==> src/rtl/sio_defs.svh <==
/*
  Register offsets, field positions, reset values and fixed codes of the
  synchronous serial clock and status controller.
  Assumes a 32-bit APB with byte addresses; every register is one word.
*/
`ifndef SIO_DEFS_SVH
`define SIO_DEFS_SVH

// Register byte offsets
`define OFF_XFER_CTRL 8'h00
`define OFF_DATA_BUF 8'h04
`define OFF_MODE_STAT 8'h08
`define OFF_IDLE_CTRL 8'h0C
`define OFF_INT_STAT 8'h10
`define OFF_INT_CLR 8'h14
`define OFF_INT_EN 8'h18

// Transfer control fields
`define XC_START_BIT 7
`define XC_INH_BIT 6
`define XC_MODE_HI 5
`define XC_MODE_LO 4
`define XC_ONE_BIT 3
`define XC_SCK_HI 2
`define XC_SCK_LO 0

// Interface mode select and codes
`define MODE_HI 3
`define MODE_LO 2
`define MODE_PORT 2'h0
`define MODE_SYNC 2'h1
`define MODE_TWO_WIRE 2'h2

// Status bits and constant ones
`define ST_ACTIVE_BIT 3
`define ST_SHIFT_BIT 2
`define STAT_ONES 32'h000000F3

// Idle run control
`define IDLE_RUN_BIT 6
`define IDLE_ONES 32'h000000BE

// Transfer direction codes
`define DIR_TX 2'h0
`define DIR_TXRX 2'h2
`define DIR_RX 2'h3

// Clock select
`define SCK_EXTERNAL 3'h7
`define SCK_BASE_N 4'h3

// Interrupt bits
`define INT_BYTE 0
`define INT_END 1

// Reset values
`define RST_MODE 2'h0
`define RST_XFER_INH 1'h1
`define RST_SCK_SEL 3'h0

`endif

==> src/rtl/sio_pkg.sv <==
/*
  Types of the synchronous serial controller.
  Assumes sio_defs.svh holds all numbers.
*/
package sio_pkg;

  typedef enum logic [1:0] {
    ST_IDLE = 2'b00,
    ST_SHIFT = 2'b01,
    ST_WAIT = 2'b10
  } xfer_state_t;

  typedef struct packed {
    logic [1:0] mode;
    logic start;
    logic inh;
    logic [1:0] dir;
    logic [2:0] sck_sel;
    logic idle_run;
    logic [7:0] tx_buf;
    logic tx_full;
    logic [7:0] rx_buf;
    logic rx_full;
    logic [7:0] sh;
    logic [2:0] bitcnt;
    xfer_state_t st;
    logic sck_o;
    logic so_o;
    logic sck_en;
    logic so_en;
    logic sck_prev;
    logic [1:0] int_st;
    logic [1:0] int_en;
    logic irq;
    logic pready;
    logic pslverr;
    logic [31:0] prdata;
  } ctrl_state_t;

endpackage : sio_pkg

==> src/rtl/sio_clk_div.sv <==
/*
  Half-period tick generator for the internal serial clock.
  Assumes sel 0..6 picks n = sel + 3; the tick comes every 2^n cycles.
*/
`timescale 1ns/1ps
`include "sio_defs.svh"
module sio_clk_div #(
  parameter int CW = 10
) (
  input wire logic pclk,
  input wire logic presetn,
  input wire logic run,
  input wire logic [2:0] sel,
  output logic tick
);
  typedef struct packed {
    logic [CW-1:0] cnt;
    logic tick;
  } div_state_t;

  div_state_t s_q;
  div_state_t s_d;
  logic [3:0] n;
  logic [CW-1:0] limit;

  // Seven rates, each a power of two of pclk
  always_comb begin
    n = 4'(sel) + `SCK_BASE_N;
    limit = CW'((1 << n) - 1);
    s_d = s_q;
    s_d.tick = 1'b0;
    if (!run) begin
      s_d.cnt = '0;
    end else if (s_q.cnt == limit) begin
      s_d.cnt = '0;
      s_d.tick = 1'b1;
    end else begin
      s_d.cnt = s_q.cnt + CW'(1);
    end
  end

  always_ff @(posedge pclk or negedge presetn) begin
    if (!presetn) begin
      s_q <= '0;
    end else begin
      s_q <= s_d;
    end
  end

  assign tick = s_q.tick;
endmodule : sio_clk_div

==> src/rtl/sio_ctrl.sv <==
/*
  Synchronous serial controller: mode select, transfer status, idle run
  control, serial clock sourcing and shift edges, APB register slave and
  interrupt. Assumes an APB master on pclk and a serial partner on the pins.
*/
// Our own choices: the APB slave port and the register offsets.
// Overview of operation
// - The two-bit mode field picks port mode, synchronous serial, two-wire bus or reserved.
// - Mode control and status share one address, written and read differently.
// - In synchronous serial mode the shared address reads ones in bits 7-4 and 1-0, zero above 7.
// - Status bit 3 reads one while a transfer runs and zero once done.
// - Status bit 2 reads one while shifting and zero once shifting is done.
// - Idle control bit 6 stops the interface in idle when zero and keeps it running when one.
// - The clock select field picks an internal or an external serial clock.
// - An internal clock offers seven rates and is driven out on the clock pin.
// - With an internal clock the clock pin is high when a transfer begins.
// - With an internal clock an unserviced buffer stops the clock and holds the next shift.
// - Clock select 111 takes the shift clock from the clock pin.
// - Transmit data change on the falling edge of the serial clock.
// - Receive data are taken on the rising edge of the serial clock.
`timescale 1ns/1ps
`include "sio_defs.svh"
module sio_ctrl (
  input wire logic pclk,
  input wire logic presetn,
  input wire logic psel,
  input wire logic penable,
  input wire logic pwrite,
  input wire logic [7:0] paddr,
  input wire logic [31:0] pwdata,
  output logic [31:0] prdata,
  output logic pready,
  output logic pslverr,
  input wire logic idle_mode,
  input wire logic sck_in,
  output logic sck_out,
  output logic sck_oe,
  input wire logic si_in,
  output logic so_out,
  output logic so_oe,
  output logic irq
);
  import sio_pkg::*;

  ctrl_state_t s_q;
  ctrl_state_t s_d;
  logic [1:0] pins_s;
  logic sck_s;
  logic si_s;
  logic tick;
  logic div_run;
  logic sio_on;
  logic ext;
  logic halt;

  // Pins cross into pclk through two flops
  sio_sync #(.W(2)) u_sync (
    .pclk(pclk),
    .presetn(presetn),
    .async_in({sck_in, si_in}),
    .sync_out(pins_s)
  );
  assign sck_s = pins_s[1];
  assign si_s = pins_s[0];

  // Divider runs only while shifting on the internal clock
  assign sio_on = (s_q.mode == `MODE_SYNC);
  assign ext = (s_q.sck_sel == `SCK_EXTERNAL);
  assign halt = idle_mode & ~s_q.idle_run;
  assign div_run = sio_on & ~ext & ~halt & (s_q.st == ST_SHIFT);

  sio_clk_div #(.CW(10)) u_div (
    .pclk(pclk),
    .presetn(presetn),
    .run(div_run),
    .sel(s_q.sck_sel),
    .tick(tick)
  );

  // Next-state logic: bus access first, then the engine, so hardware sets win
  always_comb begin
    logic acc;
    logic wr;
    logic rd;
    logic need_tx;
    logic need_rx;
    logic serviced;
    logic fall_ev;
    logic rise_ev;
    logic [1:0] int_set;
    logic [1:0] int_clr;
    logic [31:0] rdat;
    logic err;
    logic [7:0] sh_in;
    acc = psel & penable;
    wr = acc & pwrite & s_q.pready;
    rd = acc & ~pwrite & s_q.pready;
    need_tx = (s_q.dir != `DIR_RX);
    need_rx = (s_q.dir != `DIR_TX);
    serviced = 1'b0;
    fall_ev = 1'b0;
    rise_ev = 1'b0;
    int_set = 2'h0;
    int_clr = 2'h0;
    rdat = 32'h00000000;
    err = 1'b0;
    sh_in = 8'h00;
    s_d = s_q;
    s_d.sck_prev = sck_s;

    // Read mux; the shared address returns status, never mode
    unique case (paddr)
      `OFF_XFER_CTRL: begin
        rdat[`XC_START_BIT] = s_q.start;
        rdat[`XC_INH_BIT] = s_q.inh;
        rdat[`XC_MODE_HI:`XC_MODE_LO] = s_q.dir;
        rdat[`XC_ONE_BIT] = 1'b1;
        rdat[`XC_SCK_HI:`XC_SCK_LO] = s_q.sck_sel;
      end
      `OFF_DATA_BUF: rdat[7:0] = s_q.rx_buf;
      `OFF_MODE_STAT: begin
        rdat = sio_on ? `STAT_ONES : 32'h00000000;
        rdat[`ST_ACTIVE_BIT] = (s_q.st != ST_IDLE);
        rdat[`ST_SHIFT_BIT] = (s_q.st == ST_SHIFT);
      end
      `OFF_IDLE_CTRL: begin
        rdat = `IDLE_ONES;
        rdat[`IDLE_RUN_BIT] = s_q.idle_run;
      end
      `OFF_INT_STAT: rdat[1:0] = s_q.int_st;
      `OFF_INT_CLR: rdat = 32'h00000000;
      `OFF_INT_EN: rdat[1:0] = s_q.int_en;
      default: err = 1'b1;
    endcase

    // One wait state: pready rises in the second access cycle
    s_d.pready = acc & ~s_q.pready;
    s_d.pslverr = acc & ~s_q.pready & err;
    if (acc & ~s_q.pready & ~pwrite) begin
      s_d.prdata = rdat;
    end

    if (wr) begin
      unique case (paddr)
        `OFF_XFER_CTRL: begin
          s_d.start = pwdata[`XC_START_BIT];
          s_d.inh = pwdata[`XC_INH_BIT];
          s_d.dir = pwdata[`XC_MODE_HI:`XC_MODE_LO];
          s_d.sck_sel = pwdata[`XC_SCK_HI:`XC_SCK_LO];
        end
        `OFF_DATA_BUF: begin
          s_d.tx_buf = pwdata[7:0];
          s_d.tx_full = 1'b1;
        end
        `OFF_MODE_STAT: s_d.mode = pwdata[`MODE_HI:`MODE_LO];
        `OFF_IDLE_CTRL: s_d.idle_run = pwdata[`IDLE_RUN_BIT];
        `OFF_INT_CLR: int_clr = pwdata[1:0];
        `OFF_INT_EN: s_d.int_en = pwdata[1:0];
        default: begin
        end
      endcase
    end
    if (rd && paddr == `OFF_DATA_BUF) begin
      s_d.rx_full = 1'b0;
    end

    // Shift events: internal ticks or synchronised pin edges, frozen in idle
    if (ext) begin
      fall_ev = s_q.sck_prev & ~sck_s;
      rise_ev = ~s_q.sck_prev & sck_s;
    end else begin
      fall_ev = tick & s_q.sck_o;
      rise_ev = tick & ~s_q.sck_o;
    end
    fall_ev = fall_ev & ~halt;
    rise_ev = rise_ev & ~halt;
    serviced = (~need_tx | s_d.tx_full) & (~need_rx | ~s_d.rx_full);

    unique case (s_q.st)
      ST_IDLE: begin
        s_d.sck_o = 1'b1;
        if (sio_on && s_q.start && !s_q.inh && serviced) begin
          s_d.st = ST_SHIFT;
          s_d.sck_o = 1'b1;
          s_d.bitcnt = 3'h0;
          s_d.sh = need_tx ? s_d.tx_buf : 8'h00;
          s_d.tx_full = s_d.tx_full & ~need_tx;
        end
      end
      ST_SHIFT: begin
        if (!ext && (fall_ev || rise_ev)) begin
          s_d.sck_o = ~s_q.sck_o;
        end
        if (fall_ev && need_tx) begin
          s_d.so_o = s_q.sh[0];
        end
        if (rise_ev) begin
          sh_in = {si_s, s_q.sh[7:1]};
          s_d.sh = sh_in;
          s_d.bitcnt = s_q.bitcnt + 3'h1;
          if (s_q.bitcnt == 3'h7) begin
            int_set[`INT_BYTE] = 1'b1;
            if (need_rx) begin
              s_d.rx_buf = sh_in;
              s_d.rx_full = 1'b1;
            end
            serviced = (~need_tx | s_d.tx_full) & (~need_rx | ~s_d.rx_full);
            if (!s_q.start) begin
              s_d.st = ST_IDLE;
              int_set[`INT_END] = 1'b1;
            end else if (serviced || ext) begin
              s_d.sh = need_tx ? s_d.tx_buf : 8'h00;
              s_d.tx_full = s_d.tx_full & ~need_tx;
            end else begin
              s_d.st = ST_WAIT;
            end
          end
        end
      end
      ST_WAIT: begin
        s_d.sck_o = 1'b1;
        if (!s_q.start) begin
          s_d.st = ST_IDLE;
          int_set[`INT_END] = 1'b1;
        end else if (serviced) begin
          s_d.st = ST_SHIFT;
          s_d.bitcnt = 3'h0;
          s_d.sh = need_tx ? s_d.tx_buf : 8'h00;
          s_d.tx_full = s_d.tx_full & ~need_tx;
        end
      end
      default: s_d.st = ST_IDLE;
    endcase

    // Forced stop or leaving serial mode ends at once, clock parked high
    if (s_q.inh || !sio_on) begin
      s_d.st = ST_IDLE;
      s_d.sck_o = 1'b1;
      if (s_q.st != ST_IDLE) begin
        int_set[`INT_END] = 1'b1;
      end
    end

    // Pin enables are registered from the values written this cycle, so they never lag the mode
    s_d.sck_en = (s_d.mode == `MODE_SYNC) & (s_d.sck_sel != `SCK_EXTERNAL);
    s_d.so_en = (s_d.mode == `MODE_SYNC);

    // Sticky events: a set in the clearing cycle survives
    s_d.int_st = (s_q.int_st & ~int_clr) | int_set;
    s_d.irq = |(s_d.int_st & s_d.int_en);
  end

  // Reset leaves pins as ports and the engine stopped
  always_ff @(posedge pclk or negedge presetn) begin
    if (!presetn) begin
      s_q <= '0;
      s_q.mode <= `RST_MODE;
      s_q.inh <= `RST_XFER_INH;
      s_q.sck_sel <= `RST_SCK_SEL;
      s_q.sck_o <= 1'b1;
      s_q.so_o <= 1'b1;
      s_q.sck_prev <= 1'b1;
      s_q.st <= ST_IDLE;
    end else begin
      s_q <= s_d;
    end
  end

  // Pins and bus outputs straight from the state flops
  assign prdata = s_q.prdata;
  assign pready = s_q.pready;
  assign pslverr = s_q.pslverr;
  assign sck_out = s_q.sck_o;
  assign sck_oe = s_q.sck_en;
  assign so_out = s_q.so_o;
  assign so_oe = s_q.so_en;
  assign irq = s_q.irq;
endmodule : sio_ctrl

==> src/rtl/sio_sync.sv <==
/*
  Two-flop synchroniser for a group of pin inputs.
  Assumes inputs are asynchronous to pclk.
*/
`timescale 1ns/1ps
module sio_sync #(
  parameter int W = 2
) (
  input wire logic pclk,
  input wire logic presetn,
  input wire logic [W-1:0] async_in,
  output logic [W-1:0] sync_out
);
  typedef struct packed {
    logic [W-1:0] meta;
    logic [W-1:0] stable;
  } sync_state_t;

  sync_state_t s_q;
  sync_state_t s_d;

  // Idle lines are high, so reset to ones
  always_comb begin
    s_d = s_q;
    s_d.meta = async_in;
    s_d.stable = s_q.meta;
  end

  always_ff @(posedge pclk or negedge presetn) begin
    if (!presetn) begin
      s_q <= '1;
    end else begin
      s_q <= s_d;
    end
  end

  assign sync_out = s_q.stable;
endmodule : sio_sync

==> config.mk <==
export PLATFORM = sky130hd
export DESIGN_NAME = sio_ctrl
export DESIGN_NICKNAME = d
export VERILOG_FILES = /design/src/rtl/sio_pkg.sv /design/src/rtl/sio_clk_div.sv /design/src/rtl/sio_ctrl.sv /design/src/rtl/sio_sync.sv
export VERILOG_INCLUDE_DIRS = /design/src /design/src/rtl
export SDC_FILE = /design/constraint.sdc
export NUM_CORES = 1
export LEC_CHECK = 0
export ABC_CLOCK_PERIOD_IN_PS = 2400
export BUFFER_PORTS_ARGS = -buffer_cell sky130_fd_sc_hd__buf_2
export CAP_MARGIN = 20
export CORE_UTILIZATION = 31
export DETAILED_ROUTE_END_ITERATION = 8
export GPL_ROUTABILITY_DRIVEN = 0
export HOLD_SLACK_MARGIN = 0.15
export PLACE_DENSITY_LB_ADDON = 0.3
export SLEW_MARGIN = 20
export SYNTH_ARGS = -nofsm -noshare
export SYNTH_HDL_FRONTEND = slang
export SYNTH_SLANG_ARGS = --single-unit
==> constraint.sdc <==
create_clock -name pclk -period 2.4 [get_ports pclk]
set_clock_uncertainty 0.1 [all_clocks]
set_input_delay 0.48 -clock pclk [delete_from_list [all_inputs] [get_ports pclk]]
set_output_delay 0.48 -clock pclk [all_outputs]
set_load 0.02 [all_outputs]
==> results_dict.tcl <==
set metrics [dict create \
    crit_required_ps 2520 \
    synthAdderAreaFrac 0.0235 \
    htree_levels 3 \
    placed_cell_area_um2 4790 \
    whs_ps 255 \
    antenna_found_initial 0 \
    n_fill_cell 1316 \
    final_cell_mix "68 x dfrtp_1, 43 x buf_4, 37 x buf_2, 35 x nand2_1" \
    maxCapViolations 0 \
    cts_root_buffer "clkbuf_16" \
    holdPathStages 0 \
    drc 0 \
    nets 537 \
    yosys_warnings 0 \
    portBuffers 38 \
    synth-seq-cells 76 \
    status "finished clean" \
    dp_hpwl_um 7680 \
    max_freq_mhz 436 \
    synth_area_per_cell_um2 10.4 \
    initial_core_util 0.320 \
    worstPathArrival_ps 2410 \
    post_drt_wl_per_cell_um 15.2 \
    post-route-util 0.384 \
    synth.yosys.seq_area_share 0.450 \
    clkLatencyLatePin_ps 340 \
    path_clk_slew_ps 70 \
    vias_per_cell 4.89 \
    cts.sinks 76 \
    post_synth_and_or_nand_nor_area_fraction 0.174 \
    grt_pass1_vias 3232 \
    synth_edf_count 0 \
    yosysUniqueCellTypes 61 \
    grt_pass1_wl_um 16300 \
    fp.dieW_um 119 \
    slew_viol_final 0 \
    drive_gt1_frac 0.313 \
    synth_top_family_by_area "simple AND/OR/NAND/NOR gates" \
    path_max_fanout 9 \
    core_um2 13300 \
    synth_compound_area_frac 0.124 \
    power.static_leakage_uw 0.00244 \
    grt_usage 0.148 \
    worst_hold_path.endpoint "u_sync.sync_out[0]" \
    hold_viol 0 \
    grt_max_degree 50 \
    numCtsBuffers 9 \
    die_y_um 119 \
    ff2ff_setup_slack_ps 150 \
    rows 42 \
    r2r_start "pready" \
    syn_to_final_growth_pct 20.2 \
    powerDensity_nw_per_um2 542 \
    holdCritStartpoint "u_sync.s_d[0]" \
    drt-initial-drc-count 202 \
    setup_viol 0 \
    cp-start-kind "input pin" \
    critPathCaptureType "flop" \
    stdcell_count 662 \
    reg2reg_to "s_q[49]" \
    num_vias 3238 \
    period_share 0.955 \
    final_common_cell "dfrtp_1" \
    ctsLongestPathBuffers 2 \
    place_inst 643 \
    hp-class "flop to flop" \
    synthesis.area_um2 4250 \
    fin_area_um2 5110 \
    synth_mux_area_frac 0.122 \
    ys.flop_type "dfrtp_1" \
    fin_crit_ps 2290 \
    r2r_cells 6 \
    routed_wl_um 10000 \
    die-area_um2 14200 \
    cts_tree "yes" \
    diodes 0 \
    io_pins 87 \
    ir_drop_mv 0.391 \
    critPathKind "input pin to flop" \
    firstDrtPassIters 4 \
    ant_nets 0 \
    grt.overflow.total 0 \
    synth-xor-area-share 0.0185 \
    async_flop_share 1.00 \
    rsz0062_at_grt "no" \
    syn_inst 409 \
]
==> synthesized netlist by cell type (2+ instances only) <==
cell type	instances	share of area
and4_1	2	0.0041
mux2_2	25	0.066
a22o_1	4	0.0082
or4_1	2	0.0035
ha_1	8	0.024
a211oi_1	2	0.0035
buf_4	32	0.057
a21boi_0	6	0.011
clkbuf_1	7	0.0062
o21ai_0	25	0.029
nand2b_1	6	0.0088
mux2i_1	13	0.031
inv_1	15	0.013
mux2_4	7	0.025
nor3b_1	2	0.0035
a21o_1	4	0.0071
xor2_1	4	0.0082
nand3_1	16	0.019
nor3_1	4	0.0047
dfstp_2	8	0.049
nand4_1	6	0.0088
xnor2_1	5	0.010
a221oi_1	9	0.019
and3_1	8	0.012
a21oi_1	6	0.0071
buf_6	2	0.0053
nor2b_1	8	0.012
nor4_1	2	0.0029
or2_2	3	0.0044
buf_2	6	0.0071
a31oi_1	2	0.0029
dfrtp_1	68	0.40
a41oi_1	2	0.0041
nor2_1	25	0.022
o2111ai_1	2	0.0041
nor4_4	2	0.010
nand2_1	35	0.031
and2_1	3	0.0044
==> area by class of cell <==
class / instances / area (um^2) / area share
Timing Repair Buffer: 85 / 578 / 0.113
Multi-Input combinational cell: 294 / 2060 / 0.403
Tap cell: 176 / 220 / 0.0431
Inverter: 15 / 56.3 / 0.0110
Clock buffer: 9 / 225 / 0.0441
Clock inverter: 7 / 57.6 / 0.0113
Sequential cell: 76 / 1910 / 0.374
==> power breakdown <==
group,internal (uW),leakage (uW),switching (uW)
logic,51.4,0.00129,113
registers,1290,0.00101,4.18
clock network,717,0.000135,591
==> repair_timing <==
item                       CTS  global route
resized for setup            0             1
hold buffers                 3             0
buffers inserted             0             0
hold endpoints to repair    25             0
setup endpoints to repair    0            10
==> per-stage QoR <==
step	power (uW)	setup TNS (ps)	setup WS, ps
2_1_floorplan	1420	-39.4	-5.63
3_3_place_gp	1480	-1970	-208
3_5_place_dp	1480	-2180	-222
4_1_cts	2800	0	106
5_1_grt	2870	0	58.1
6_report	2770	0	109
==> worst max-delay path: stages <==
cell and delay, ps:
buf_2 110, nand2b_4 130, or4b_4 520, o211ai_4 190, a32o_1 220, nor3b_4 270, buf_12 180, mux2_4 300
==> flip-flops by register name, summed over array words and instances, names as in the netlist <==
name             flops
pready               1
u_sync.sync_out      2
so_out               1
sck_out              1
pslverr              1
irq                  1
u_div.s_q           10
so_oe                1
u_div.tick           1
s_q                 46
sck_oe               1
u_sync.s_d           2
prdata               8
==> per-layer routing <==
layer | vias up | wire [um] | GRT usage
li1 | 1552 | - | -
met1 | 1590 | 4860 | 0.197
met3 | 17 | 381 | 0.0340
met2 | 79 | 4570 | 0.230
met4 | 0 | 218 | 0.0593
met5 | - | 0 | 0
==> kinds of logic (layout without fill, tap and decap cells) <==
group                      after synthesis  count (layout)
and+or+nand+nor                        134             134
DFF                                     76              76
AOI/OAI and AO/OA                       74              74
buffers and inverters                   62             116
muxes                                   45              45
xor gates and xnor gates                 9               9
adders and majority gates                8               8
other                                    1              24
==> how the worst max path moves through the flow <==
stage / startpoint / endpoint / slack [ps] / cells past startpoint
after floorplan: paddr[3] / s_q[46] / -6 / 7
after global placement: paddr[3] / s_q[49] / -210 / 8
after detailed placement: paddr[3] / s_q[49] / -220 / 8
after CTS: s_q[78] / u_div.s_q[5] / 110 / 7
after global routing: paddr[3] / s_q[54] / 60 / 8
final: paddr[3] / s_q[49] / 110 / 8
Power figures use the tool's default switching activity.
